File: config.mk
export PLATFORM = sky130hd
export DESIGN_NAME = cmd_core
export DESIGN_NICKNAME = d
export VERILOG_FILES = /design/src/shared/cmd_core_pkg.sv /design/src/core/cmd_core.sv
export SDC_FILE = /design/constraint.sdc
export NUM_CORES = 1
export LEC_CHECK = 0
export ABC_CLOCK_PERIOD_IN_PS = 3400
export BUFFER_PORTS_ARGS = -buffer_cell sky130_fd_sc_hd__buf_2
export CAP_MARGIN = 0
export CORE_AREA = 2 2 168 170
export CTS_BUF_LIST = sky130_fd_sc_hd__clkbuf_4 sky130_fd_sc_hd__clkbuf_8
export DETAILED_ROUTE_END_ITERATION = 7
export DIE_AREA = 0 0 170 172
export SKIP_CTS_REPAIR_TIMING = 1
export SLEW_MARGIN = 5
export SYNTH_ARGS = -nofsm -noshare
export SYNTH_HDL_FRONTEND = slang
export SYNTH_SLANG_ARGS = --single-unit
File: constraint.sdc
create_clock -name clk_i -period 3.4 [get_ports clk_i]
set_input_delay 0.17 -clock clk_i [delete_from_list [all_inputs] [get_ports clk_i]]
set_output_delay 0.17 -clock clk_i [all_outputs]
set_load 0.05 [all_outputs]
File: src/shared/cmd_core_pkg.sv
// Constants shared by the general-command core: map, opcodes, codes
package cmd_core_pkg;
  // Register byte offsets
  localparam logic [7:0] OFS_CMD        = 8'h00;
  localparam logic [7:0] OFS_PASS       = 8'h04;
  localparam logic [7:0] OFS_STATUS     = 8'h08;
  localparam logic [7:0] OFS_REPLY_HDR  = 8'h0C;
  localparam logic [7:0] OFS_REPLY_DATA = 8'h10;
  localparam logic [7:0] OFS_TIMESTAMP  = 8'h14;
  localparam logic [7:0] OFS_MEAS_CNT   = 8'h18;
  // Command word fields
  localparam int CMD_OP_LSB  = 0;
  localparam int CMD_ARG_LSB = 8;
  localparam int CMD_SET_BIT = 16;
  // Opcodes
  localparam logic [7:0] OP_HELP    = 8'h01;
  localparam logic [7:0] OP_INFO    = 8'h02;
  localparam logic [7:0] OP_ECHO    = 8'h03;
  localparam logic [7:0] OP_DUMP    = 8'h04;
  localparam logic [7:0] OP_SYNC    = 8'h05;
  localparam logic [7:0] OP_TERM    = 8'h06;
  localparam logic [7:0] OP_RESTART = 8'h07;
  localparam logic [7:0] OP_CLEAR   = 8'h08;
  localparam logic [7:0] OP_RAISE   = 8'h09;
  localparam logic [7:0] OP_DROP    = 8'h0A;
  localparam logic [7:0] OP_STARTUP = 8'h0B;
  localparam logic [7:0] OP_EDGE    = 8'h0C;
  // Reply status codes
  localparam logic [7:0] ST_OK      = 8'h00;
  localparam logic [7:0] ST_UNKNOWN = 8'h01;
  localparam logic [7:0] ST_BAD_ARG = 8'h02;
  localparam logic [7:0] ST_ACCESS  = 8'h03;
  // Help answers: general text id, per-command tag in the upper half
  localparam logic [31:0] HELP_GENERAL = 32'h0000_0000;
  localparam logic [15:0] HELP_TAG     = 16'h0001;
  // Number of items for the info query and the parameter dump
  localparam logic [7:0] INFO_ITEMS = 8'h0A;
  localparam logic [7:0] DUMP_ITEMS = 8'h07;
  // Counter-clear argument bits
  localparam int CLR_TS_BIT = 0;
  localparam int CLR_MC_BIT = 1;
  // Status register bit positions
  localparam int STS_LEVEL   = 0;
  localparam int STS_STARTUP = 1;
  localparam int STS_ECHO    = 2;
  localparam int STS_TERM    = 3;
  localparam int STS_EDGE    = 4;
  localparam int STS_ROLE    = 5;
  localparam int STS_CLR_TS  = 7;
  localparam int STS_CLR_MC  = 8;
  localparam int STS_READY   = 9;
  // AXI responses
  localparam logic [1:0] RESP_OKAY   = 2'b00;
  localparam logic [1:0] RESP_SLVERR = 2'b10;
  // Synchronisation role
  typedef enum logic [1:0] {
    ROLE_NONE,
    ROLE_MASTER,
    ROLE_FOLLOW_DIFF,
    ROLE_FOLLOW_TRIG
  } sync_role_e;
endpackage

File: src/core/cmd_core.sv
// General-command interpreter core with AXI4-Lite register access
`timescale 1ns/1ps

// Function
// - Help: general text or per-command help
// - Info query reports ten identity items
// - Echo on: reply carries command name
// - Echo off: reply omits command name
// - Dump returns every setting with value
// - Sync role: none, master, two followers
// - Diff follower never drives sync line
// - Trigger follower syncs from trigger input
// - Trigger input also gives trigger edges
// - Termination setting switches line resistor
// - Counter clear waits for trigger edge
// - Clear only the named counters
// - Matching password raises to privileged
// - Basic level: reads ok, set forms rejected; clear and restart run
// - Privileged level: reads and writes
// - Drop command returns to basic level
// - Startup setting picks level after start
module cmd_core
  import cmd_core_pkg::*;
#(
  parameter logic [31:0] PASSWORD      = 32'h0000_0000,
  parameter int unsigned SYNC_PERIOD   = 250,
  parameter logic        STARTUP_PRIV  = 1'b0,
  parameter logic [31:0] MODEL_ID      = 32'h0000_0001, // Arbitrary
  parameter logic [31:0] SERIAL_NO     = 32'h0000_0002, // Arbitrary
  parameter logic [31:0] OPTION_NO     = 32'h0000_0003, // Arbitrary
  parameter logic [31:0] ARTICLE_NO    = 32'h0000_0004, // Arbitrary
  parameter logic [47:0] NET_ADDR      = 48'h0200_0000_0001, // Arbitrary
  parameter logic [31:0] SW_VERSION    = 32'h0000_0005, // Arbitrary
  parameter logic [31:0] HW_REVISION   = 32'h0000_0006, // Arbitrary
  parameter logic [31:0] BOOT_VERSION  = 32'h0000_0007, // Arbitrary
  parameter logic [31:0] BUILD_ID      = 32'h0000_0008  // Arbitrary
) (
  input  wire logic        clk_i,
  input  wire logic        rst_b_i,
  input  wire logic [7:0]  s_axi_awaddr_i,
  input  wire logic        s_axi_awvalid_i,
  output logic             s_axi_awready_o,
  input  wire logic [31:0] s_axi_wdata_i,
  input  wire logic [3:0]  s_axi_wstrb_i,
  input  wire logic        s_axi_wvalid_i,
  output logic             s_axi_wready_o,
  output logic [1:0]       s_axi_bresp_o,
  output logic             s_axi_bvalid_o,
  input  wire logic        s_axi_bready_i,
  input  wire logic [7:0]  s_axi_araddr_i,
  input  wire logic        s_axi_arvalid_i,
  output logic             s_axi_arready_o,
  output logic [31:0]      s_axi_rdata_o,
  output logic [1:0]       s_axi_rresp_o,
  output logic             s_axi_rvalid_o,
  output logic             s_axi_rready_unused_o,
  input  wire logic        s_axi_rready_i,
  input  wire logic        sync_in_i,
  output logic             sync_out_o,
  output logic             sync_oe_b_o,
  input  wire logic        trigger_input_pin_i,
  output logic             termination_en_o,
  output logic             sync_pulse_o,
  output logic             trigger_edge_o
);

  localparam logic [15:0] SYNC_LAST = 16'(SYNC_PERIOD - 1);

  // Byte-lane merge of a write into an old word
  function automatic logic [31:0] merge(input logic [31:0] old,
                                        input logic [31:0] nw,
                                        input logic [3:0]  strb);
    logic [31:0] m;
    m = old;
    for (int b = 0; b < 4; b++) begin
      if (strb[b]) begin
        m[8*b +: 8] = nw[8*b +: 8];
      end
    end
    return m;
  endfunction

  // Opcodes the interpreter knows
  function automatic logic known_op(input logic [7:0] op);
    return (op >= OP_HELP) && (op <= OP_EDGE);
  endfunction

  // Opcodes whose set form changes a stored setting
  function automatic logic has_set(input logic [7:0] op);
    return op == OP_ECHO || op == OP_SYNC || op == OP_TERM ||
           op == OP_STARTUP || op == OP_EDGE;
  endfunction

  ////////////////////////////////////////////////////////////////////////
  // State
  logic        aw_pend_r, aw_pend_nxt, w_pend_r, w_pend_nxt;
  logic [7:0]  awaddr_r, awaddr_nxt;
  logic [31:0] wdata_r, wdata_nxt;
  logic [3:0]  wstrb_r, wstrb_nxt;
  logic        bvalid_r, bvalid_nxt, rvalid_r, rvalid_nxt;
  logic [1:0]  bresp_r, bresp_nxt, rresp_r, rresp_nxt;
  logic [31:0] rdata_r, rdata_nxt;
  logic [31:0] pass_r, pass_nxt;
  logic        priv_r, priv_nxt, startup_r, startup_nxt;
  logic        echo_r, echo_nxt, term_r, term_nxt, edge_r, edge_nxt;
  sync_role_e  role_r, role_nxt;
  logic        clr_ts_r, clr_ts_nxt, clr_mc_r, clr_mc_nxt;
  logic        ready_r, ready_nxt;
  logic [15:0] hdr_r, hdr_nxt;
  logic [31:0] reply_r, reply_nxt;
  logic [31:0] ts_r, ts_nxt, mc_r, mc_nxt;
  logic [15:0] div_r, div_nxt;
  logic        spulse_r, spulse_nxt;
  logic [1:0]  sync_sy_r, trig_sy_r;
  logic        sync_d_r, trig_d_r, startup_seen_r;

  // Decoded command of the write in flight
  logic        wr_go, exec, set_f, sync_evt, trig_edge, sync_rise;
  logic [31:0] cmd_w;
  logic [7:0]  op, arg;

  ////////////////////////////////////////////////////////////////////////
  // Pin synchronisers; only the second stage feeds edge logic
  always_ff @(posedge clk_i or negedge rst_b_i) begin
    if (!rst_b_i) begin
      sync_sy_r <= 2'b00;
      trig_sy_r <= 2'b00;
      sync_d_r  <= 1'b0;
      trig_d_r  <= 1'b0;
    end else begin
      sync_sy_r <= {sync_sy_r[0], sync_in_i};
      trig_sy_r <= {trig_sy_r[0], trigger_input_pin_i};
      sync_d_r  <= sync_sy_r[1];
      trig_d_r  <= trig_sy_r[1];
    end
  end

  assign trig_edge = edge_r ? (trig_d_r & ~trig_sy_r[1])
                            : (trig_sy_r[1] & ~trig_d_r);
  assign sync_rise = sync_sy_r[1] & ~sync_d_r;
  always_comb begin
    unique case (role_r)
      ROLE_NONE:        sync_evt = 1'b0;
      ROLE_MASTER:      sync_evt = (div_r == SYNC_LAST);
      ROLE_FOLLOW_DIFF: sync_evt = sync_rise;
      ROLE_FOLLOW_TRIG: sync_evt = trig_sy_r[1] & ~trig_d_r;
    endcase
  end

  assign wr_go = aw_pend_r & w_pend_r & ~bvalid_r;
  assign cmd_w = wdata_r & {{8{wstrb_r[3]}}, {8{wstrb_r[2]}},
                            {8{wstrb_r[1]}}, {8{wstrb_r[0]}}};
  assign op    = cmd_w[CMD_OP_LSB +: 8];
  assign arg   = cmd_w[CMD_ARG_LSB +: 8];
  assign set_f = cmd_w[CMD_SET_BIT];
  assign exec  = wr_go && (awaddr_r == OFS_CMD);

  ////////////////////////////////////////////////////////////////////////
  // Next-state: bus slave, command interpreter, counters
  always_comb begin
    aw_pend_nxt = aw_pend_r;   awaddr_nxt = awaddr_r;
    w_pend_nxt  = w_pend_r;    wdata_nxt  = wdata_r;
    wstrb_nxt   = wstrb_r;     bvalid_nxt = bvalid_r;
    bresp_nxt   = bresp_r;     rvalid_nxt = rvalid_r;
    rresp_nxt   = rresp_r;     rdata_nxt  = rdata_r;
    pass_nxt    = pass_r;      priv_nxt   = priv_r;
    startup_nxt = startup_r;   echo_nxt   = echo_r;
    term_nxt    = term_r;      edge_nxt   = edge_r;
    role_nxt    = role_r;      clr_ts_nxt = clr_ts_r;
    clr_mc_nxt  = clr_mc_r;    ready_nxt  = ready_r;
    hdr_nxt     = hdr_r;       reply_nxt  = reply_r;
    ts_nxt      = ts_r + 32'h0000_0001;
    mc_nxt      = mc_r + {31'h0000_0000, sync_evt};
    spulse_nxt  = sync_evt;
    div_nxt     = (role_r != ROLE_MASTER || div_r == SYNC_LAST)
                  ? 16'h0000 : div_r + 16'h0001;

    // Write address and data are taken in either order
    if (s_axi_awvalid_i && s_axi_awready_o) begin
      aw_pend_nxt = 1'b1;
      awaddr_nxt  = s_axi_awaddr_i;
    end
    if (s_axi_wvalid_i && s_axi_wready_o) begin
      w_pend_nxt = 1'b1;
      wdata_nxt  = s_axi_wdata_i;
      wstrb_nxt  = s_axi_wstrb_i;
    end
    if (bvalid_r && s_axi_bready_i) begin
      bvalid_nxt = 1'b0;
    end
    if (rvalid_r && s_axi_rready_i) begin
      rvalid_nxt = 1'b0;
    end

    // Read: answer registered on the same edge that takes the address
    if (s_axi_arvalid_i && s_axi_arready_o) begin
      rvalid_nxt = 1'b1;
      rresp_nxt  = RESP_OKAY;
      unique case (s_axi_araddr_i)
        OFS_CMD:        rdata_nxt = 32'h0000_0000;
        OFS_PASS:       rdata_nxt = 32'h0000_0000; // Never reveal it
        OFS_STATUS:     rdata_nxt = {22'h00_0000, ready_r, clr_mc_r,
                                     clr_ts_r, role_r, edge_r, term_r,
                                     echo_r, startup_r, priv_r};
        OFS_REPLY_HDR:  rdata_nxt = {16'h0000, hdr_r};
        OFS_REPLY_DATA: begin
          rdata_nxt = reply_r;
          ready_nxt = 1'b0; // Reading the answer consumes it
        end
        OFS_TIMESTAMP:  rdata_nxt = ts_r;
        OFS_MEAS_CNT:   rdata_nxt = mc_r;
        default: begin
          rdata_nxt = 32'h0000_0000;
          rresp_nxt = RESP_SLVERR;
        end
      endcase
    end

    // clear waits for the trigger edge
    if (trig_edge) begin
      if (clr_ts_r) begin
        ts_nxt     = 32'h0000_0000;
        clr_ts_nxt = 1'b0;
      end
      if (clr_mc_r) begin
        mc_nxt     = 32'h0000_0000;
        clr_mc_nxt = 1'b0;
      end
    end

    // Register write: one edge after both halves are held
    if (wr_go) begin
      aw_pend_nxt = 1'b0;
      w_pend_nxt  = 1'b0;
      bvalid_nxt  = 1'b1;
      bresp_nxt   = RESP_OKAY;
      if (awaddr_r == OFS_PASS) begin
        pass_nxt = merge(pass_r, wdata_r, wstrb_r);
      end else if (awaddr_r != OFS_CMD) begin
        bresp_nxt = RESP_SLVERR;
      end
    end

    if (exec) begin
      // A new answer wins over a read that consumes the old one
      ready_nxt = 1'b1;
      hdr_nxt   = {echo_r ? op : 8'h00, ST_OK};
      reply_nxt = 32'h0000_0000;
      if (!known_op(op)) begin
        hdr_nxt[7:0] = ST_UNKNOWN;
      end else if (set_f && has_set(op) && !priv_r) begin
        hdr_nxt[7:0] = ST_ACCESS;
      end else begin
        unique case (op)
          OP_HELP: begin
            if (arg == 8'h00) begin
              reply_nxt = HELP_GENERAL;
            end else if (known_op(arg)) begin
              reply_nxt = {HELP_TAG, 8'h00, arg};
            end else begin
              hdr_nxt[7:0] = ST_BAD_ARG;
            end
          end
          OP_INFO: begin
            unique case (arg)
              8'h00:   reply_nxt = MODEL_ID;
              8'h01:   reply_nxt = SERIAL_NO;
              8'h02:   reply_nxt = OPTION_NO;
              8'h03:   reply_nxt = ARTICLE_NO;
              8'h04:   reply_nxt = NET_ADDR[31:0];
              8'h05:   reply_nxt = {16'h0000, NET_ADDR[47:32]};
              8'h06:   reply_nxt = SW_VERSION;
              8'h07:   reply_nxt = HW_REVISION;
              8'h08:   reply_nxt = BOOT_VERSION;
              8'h09:   reply_nxt = BUILD_ID;
              default: hdr_nxt[7:0] = ST_BAD_ARG;
            endcase
          end
          OP_DUMP: begin
            unique case (arg)
              8'h00:   reply_nxt = {31'h0000_0000, echo_r};
              8'h01:   reply_nxt = {30'h0000_0000, role_r};
              8'h02:   reply_nxt = {31'h0000_0000, term_r};
              8'h03:   reply_nxt = {31'h0000_0000, priv_r};
              8'h04:   reply_nxt = {31'h0000_0000, startup_r};
              8'h05:   reply_nxt = {31'h0000_0000, edge_r};
              8'h06:   reply_nxt = {30'h0000_0000, clr_mc_r, clr_ts_r};
              default: hdr_nxt[7:0] = ST_BAD_ARG;
            endcase
          end
          OP_ECHO: begin
            if (set_f) echo_nxt = arg[0];
            reply_nxt = {31'h0000_0000, set_f ? arg[0] : echo_r};
          end
          OP_SYNC: begin
            if (set_f) role_nxt = sync_role_e'(arg[1:0]);
            reply_nxt = {30'h0000_0000, set_f ? arg[1:0] : role_r};
          end
          OP_TERM: begin
            if (set_f) term_nxt = arg[0];
            reply_nxt = {31'h0000_0000, set_f ? arg[0] : term_r};
          end
          OP_STARTUP: begin
            if (set_f) startup_nxt = arg[0];
            reply_nxt = {31'h0000_0000, set_f ? arg[0] : startup_r};
          end
          OP_EDGE: begin
            if (set_f) edge_nxt = arg[0];
            reply_nxt = {31'h0000_0000, set_f ? arg[0] : edge_r};
          end
          OP_CLEAR: begin
            if (arg[CLR_TS_BIT]) clr_ts_nxt = 1'b1;
            if (arg[CLR_MC_BIT]) clr_mc_nxt = 1'b1;
          end
          OP_RAISE: begin
            if (pass_r == PASSWORD) begin
              priv_nxt = 1'b1;
            end else begin
              hdr_nxt[7:0] = ST_BAD_ARG;
            end
          end
          OP_DROP: priv_nxt = 1'b0;
          OP_RESTART: begin
            priv_nxt   = startup_r;
            echo_nxt   = 1'b1;
            term_nxt   = 1'b0;
            edge_nxt   = 1'b0;
            role_nxt   = ROLE_NONE;
            clr_ts_nxt = 1'b0;
            clr_mc_nxt = 1'b0;
            ts_nxt     = 32'h0000_0000;
            mc_nxt     = 32'h0000_0000;
            div_nxt    = 16'h0000;
          end
          default: hdr_nxt[7:0] = ST_UNKNOWN;
        endcase
      end
    end
  end

  ////////////////////////////////////////////////////////////////////////
  // Registers; the startup level is loaded once after reset release
  always_ff @(posedge clk_i or negedge rst_b_i) begin
    if (!rst_b_i) begin
      aw_pend_r <= 1'b0;  awaddr_r <= 8'h00;
      w_pend_r  <= 1'b0;  wdata_r  <= 32'h0000_0000;
      wstrb_r   <= 4'h0;  bvalid_r <= 1'b0;
      bresp_r   <= RESP_OKAY; rvalid_r <= 1'b0;
      rresp_r   <= RESP_OKAY; rdata_r  <= 32'h0000_0000;
      pass_r    <= 32'h0000_0000;
      priv_r    <= 1'b0;  startup_r <= 1'b0;
      echo_r    <= 1'b1;  term_r    <= 1'b0;
      edge_r    <= 1'b0;  role_r    <= ROLE_NONE;
      clr_ts_r  <= 1'b0;  clr_mc_r  <= 1'b0;
      ready_r   <= 1'b0;  hdr_r     <= 16'h0000;
      reply_r   <= 32'h0000_0000;
      ts_r      <= 32'h0000_0000;
      mc_r      <= 32'h0000_0000;
      div_r     <= 16'h0000;
      spulse_r  <= 1'b0;
      startup_seen_r <= 1'b0;
    end else begin
      aw_pend_r <= aw_pend_nxt; awaddr_r <= awaddr_nxt;
      w_pend_r  <= w_pend_nxt;  wdata_r  <= wdata_nxt;
      wstrb_r   <= wstrb_nxt;   bvalid_r <= bvalid_nxt;
      bresp_r   <= bresp_nxt;   rvalid_r <= rvalid_nxt;
      rresp_r   <= rresp_nxt;   rdata_r  <= rdata_nxt;
      pass_r    <= pass_nxt;    echo_r   <= echo_nxt;
      term_r    <= term_nxt;    edge_r   <= edge_nxt;
      role_r    <= role_nxt;    clr_ts_r <= clr_ts_nxt;
      clr_mc_r  <= clr_mc_nxt;  ready_r  <= ready_nxt;
      hdr_r     <= hdr_nxt;     reply_r  <= reply_nxt;
      ts_r      <= ts_nxt;      mc_r     <= mc_nxt;
      div_r     <= div_nxt;     spulse_r <= spulse_nxt;
      startup_seen_r <= 1'b1;
      if (!startup_seen_r) begin
        startup_r <= STARTUP_PRIV;
        priv_r    <= STARTUP_PRIV;
      end else begin
        startup_r <= startup_nxt;
        priv_r    <= priv_nxt;
      end
    end
  end

  ////////////////////////////////////////////////////////////////////////
  // Outputs; ready signals combinational, valids and data from flip-flops
  assign s_axi_awready_o = ~aw_pend_r & ~bvalid_r;
  assign s_axi_wready_o  = ~w_pend_r & ~bvalid_r;
  assign s_axi_bvalid_o  = bvalid_r;
  assign s_axi_bresp_o   = bresp_r;
  assign s_axi_arready_o = ~rvalid_r;
  assign s_axi_rvalid_o  = rvalid_r;
  assign s_axi_rresp_o   = rresp_r;
  assign s_axi_rdata_o   = rdata_r;
  assign s_axi_rready_unused_o = 1'b0;
  // only the master drives the line
  assign sync_oe_b_o      = (role_r != ROLE_MASTER);
  assign sync_out_o       = spulse_r & (role_r == ROLE_MASTER);
  assign sync_pulse_o     = spulse_r;
  assign trigger_edge_o   = trig_edge;
  assign termination_en_o = term_r;

  ////////////////////////////////////////////////////////////////////////
  // Checks
  line_drive_a: assert property (@(posedge clk_i) disable iff (!rst_b_i)
    role_r != ROLE_MASTER |-> sync_oe_b_o && !sync_out_o)
    else $error("sync line driven outside master role");
  term_set_a: assert property (@(posedge clk_i) disable iff (!rst_b_i)
    exec && op == OP_TERM && set_f && priv_r
    |=> termination_en_o == $past(arg[0]))
    else $error("termination did not follow setting");
  basic_deny_a: assert property (@(posedge clk_i) disable iff (!rst_b_i)
    exec && has_set(op) && set_f && !priv_r
    |=> hdr_r[7:0] == ST_ACCESS && $stable(role_r) && $stable(echo_r)
        && $stable(term_r))
    else $error("basic level change not rejected");
  privilege_raise_cmd_ok_a: assert property (@(posedge clk_i) disable iff (!rst_b_i)
    exec && op == OP_RAISE && pass_r == PASSWORD ##1 startup_seen_r
    |-> priv_r)
    else $error("privilege_raise_cmd with right password failed");
  privilege_drop_cmd_a: assert property (@(posedge clk_i) disable iff (!rst_b_i)
    exec && op == OP_DROP ##1 startup_seen_r |-> !priv_r)
    else $error("privilege_drop_cmd kept privileged level");
  restart_lvl_a: assert property (@(posedge clk_i) disable iff (!rst_b_i)
    exec && op == OP_RESTART
    |=> priv_r == $past(startup_r) && role_r == ROLE_NONE)
    else $error("restart did not reload settings");
  clear_wait_a: assert property (@(posedge clk_i) disable iff (!rst_b_i)
    clr_ts_r && !trig_edge && !exec |=> clr_ts_r && ts_r != 32'h0000_0000)
    else $error("timestamp cleared without trigger edge");
  clear_named_a: assert property (@(posedge clk_i) disable iff (!rst_b_i)
    trig_edge && clr_ts_r && !clr_mc_r && !sync_evt && !exec
    |=> ts_r == 32'h0000_0000 && mc_r == $past(mc_r))
    else $error("counter clear hit the wrong counter");
  echo_hdr_a: assert property (@(posedge clk_i) disable iff (!rst_b_i)
    exec |=> hdr_r[15:8] == ($past(echo_r) ? $past(op) : 8'h00))
    else $error("reply header echo field wrong");
  unknown_a: assert property (@(posedge clk_i) disable iff (!rst_b_i)
    exec && !known_op(op)
    |=> hdr_r[7:0] == ST_UNKNOWN && $stable(role_r) && $stable(priv_r))
    else $error("unknown command not reported");

endmodule

==> reports/qor.csv <==
metric;value;unit
worstSkewPairLatency;0.56;ns
worst_slew_pin_slew;0.7918;ns
start_kind;flop;
reg2reg_from;div_r[1]$_DFF_PN0_;
cp.required;3.83;ns
vias;8349;
antenna_cells;0;
grt_start_max_net_pins;101;
ys_seq_area_frac;0.5344;
fp-row-count;61;
slowest_delay;0.40;ns
p_total;7.713;mW
final_antenna_net_count;0;
worstPathArrival;3.38;ns
synth_area_leaders;dfrtp_1 53%, mux2_2 7.7%, xor2_1 4.4%;
wl_met1;12.31;mm
cts_max_path_buffers;3;
grt_overflow;0;
portBuffers;104;
worstHoldStart;s_axi_araddr_i[6];
track_usage;0.1799;
cts_tree;built;
crit_family;simple AND/OR/NAND/NOR gates;
vias_per_cell;5.318;
coreArea;27480;µm²
synth_top_family_by_area;simple AND/OR/NAND/NOR gates;
synth_area_leader_cell;dfrtp_1;
ys_warn_count;0;
min_delay_path_depth;4;
wl_per_cell;16.53;µm
final_max_slew_viol_count;0;
layout.nets;1265;
r2r-end;mc_r[24]$_DFF_PN0_;
met2_length;11.74;mm
max_slew_margin;0.4721;
die_w;170;µm
clk_pin_slew;0.06;ns
critPathKind;flop to flop;
slowest_stage;dfrtp_1;
ys_types;71;
tns;0;ns
htree_levels;2;
p_leak;5.877;nW
fp.dieH;172;µm
grt_antenna_before_repair;0;
path_buf_inv;1;
rsz0062_at_grt;no;
syn_area;10870;µm²
highest_layer;met4;
crit_top_cell;ha_1;
status;finished, final reports clean;
cts_root_buf;clkbuf_8;
hold_end;s_axi_rresp_o[1]$_DFFE_PN0P_;
worst_ir_drop_vdd;549.8;µV
synth-adder-area-share;0.006679;
synth-simple-area-share;0.1809;
io_pins;108;
place_congestion;0.8777;
grt_pass1_vias;8155;
dp_hpwl;17.52;mm
power-per-cell-area;591.1;nW/µm²
clock-sinks;232;
finalHoldViolations;0;
rr_worst_depth;14;
ys.flop_type;dfrtp_1;
drive_gt1_frac;0.2214;
routed_wl;25.95;mm
drcViolationCount;0;
hold_path_class;input port to flop;
drt_iter0_markers;551;
cts_buffers;40;
max_freq;338.6;MHz
synth_top_area_frac;0.5320;
synthXorXnorAreaFrac;0.06126;
area_growth_syn_to_layout;20.09;%
crit_fanout;5;
layout_min_cycle_time;2.954;ns
first_pass_iters;5;
synth_mux_area_frac;0.08498;
fin_crit_sh;0.8687;
ys_async_sr_fraction;1.000;
skew;0.04878;ns
final_common_cell;dfrtp_1;
initial_core_util;0.3954;
finalSetupViolCount;0;
synthCells;1042;
synth_compound_area_frac;0.1026;
ff2ff_setup_slack;0.45;ns
mostFrequentLayoutCells;231 x dfrtp_1, 120 x nor2_1, 107 x nand2_1;
ys_ff_latch;232;
fp.dieArea;29240;µm²
endpoint_kind;flop;
wl_met3;1.434;mm
grt_pass1_wl;42.52;mm
synth-edff-count;0;
crit_chain;inv_1 > ha_1 > nand2_1 > nor3_1 > nand4b_1 > o21ai_0 > ha_1 > ha_1 > nand2_1 > nor3_1 > and4_1 > nand4_1 > xor2_1 > nor2_1;
maxCapViolCount;0;
post_synth.cell_area_avg;10.43;µm²
sequential cells by signal, summed over array words and instances, names as in the netlist, 2 cells and up:
signal	count
awaddr_r	8
div_r	16
reply_r	10
wstrb_r	4
s_axi_rdata_o	32
hdr_r	10
ts_r	32
trig_sy_r	2
pass_r	32
role_r	2
mc_r	32
wdata_r	32
sync_sy_r	2
report_power, final:
group	internal (mW)	switching, mW	total, mW
Sequential	3.14	0.525	3.66
Clock	1.49	1.14	2.62
Combinational	0.688	0.739	1.43
worst max-delay path by stage:
stage / start / to / cells past startpoint
floorplan: role_r[1]$_DFFE_PN0P_ / mc_r[24]$_DFF_PN0_ / 10
CTS: div_r[1]$_DFF_PN0_ / mc_r[24]$_DFF_PN0_ / 14
global route: div_r[1]$_DFF_PN0_ / mc_r[24]$_DFF_PN0_ / 14
finish: div_r[1]$_DFF_PN0_ / mc_r[24]$_DFF_PN0_ / 14
global placement: div_r[1]$_DFF_PN0_ / mc_r[24]$_DFF_PN0_ / 14
detailed placement: div_r[1]$_DFF_PN0_ / mc_r[24]$_DFF_PN0_ / 14
layout make-up:
class	count	area, µm²
clock buffers	60	750.7
flip-flops and latches	232	5807
fillers	2565	14430
multi-input cells	739	4767
well taps	346	432.9
clock inverters	7	72.57
repair buffers	168	1151
inverters	18	67.56
metrics by stage:
step | area, µm² | instances | hold slack (ns) | worst slack [ns] | utilization
2_1_floorplan | 10870 | 1044 | -0.1256 | 0.5865 | -
3_3_place_gp | 11720 | 1452 | 0.2037 | 0.4517 | 0.4264
3_5_place_dp | 11720 | 1452 | 0.1975 | 0.4162 | 0.4264
4_1_cts | 12540 | 1519 | -0.3916 | 0.4096 | 0.4563
5_1_grt | 13050 | 1570 | 0.1029 | 0.1066 | 0.4749
6_report | 13050 | 1570 | 0.07689 | 0.4463 | 0.4749
kinds of logic after synthesis:
| family | after synthesis |
|---|---|
| and+or+nand+nor | 402 |
| xor gates and xnor gates | 76 |
| DFF | 232 |
| buffers and inverters | 73 |
| muxes | 83 |
| other | 2 |
| AOI/OAI and AO/OA | 168 |
| adders and majority gates | 6 |
Yosys cell counts, types with 9 or more instances:
| master | n |
|---|---|
| and3_1 | 18 |
| nand2_1 | 107 |
| and2_1 | 11 |
| inv_1 | 18 |
| dfrtp_1 | 231 |
| xor2_1 | 55 |
| mux2_2 | 74 |
| a21oi_1 | 20 |
| o21ai_0 | 67 |
| mux2i_1 | 9 |
| nor3_1 | 18 |
| nor4_1 | 15 |
| xnor2_1 | 21 |
| and4_1 | 9 |
| nand3_1 | 37 |
| a221oi_1 | 12 |
| nand4_1 | 22 |
| a22oi_1 | 21 |
| nor2_1 | 120 |
| clkbuf_1 | 41 |
per-layer routing:
layer,vias up,track usage
li1,4014,-
met1,4031,0.2537
met2,263,0.2776
met3,41,0.04211
met4,0,0.05203
met5,-,0
worst reg2reg max path, stage by stage (launching register included):
cell and delay [ns]:
dfrtp_1 0.40, inv_1 0.07, ha_1 0.13, nand2_1 0.06, nor3_1 0.13, nand4b_1 0.13, o21ai_0 0.24, ha_1 0.27
ha_1 0.26, nand2_1 0.10, nor3_1 0.36, and4_1 0.36, nand4_1 0.13, xor2_1 0.14, nor2_1 0.05
(Power assumes the default switching activity.)
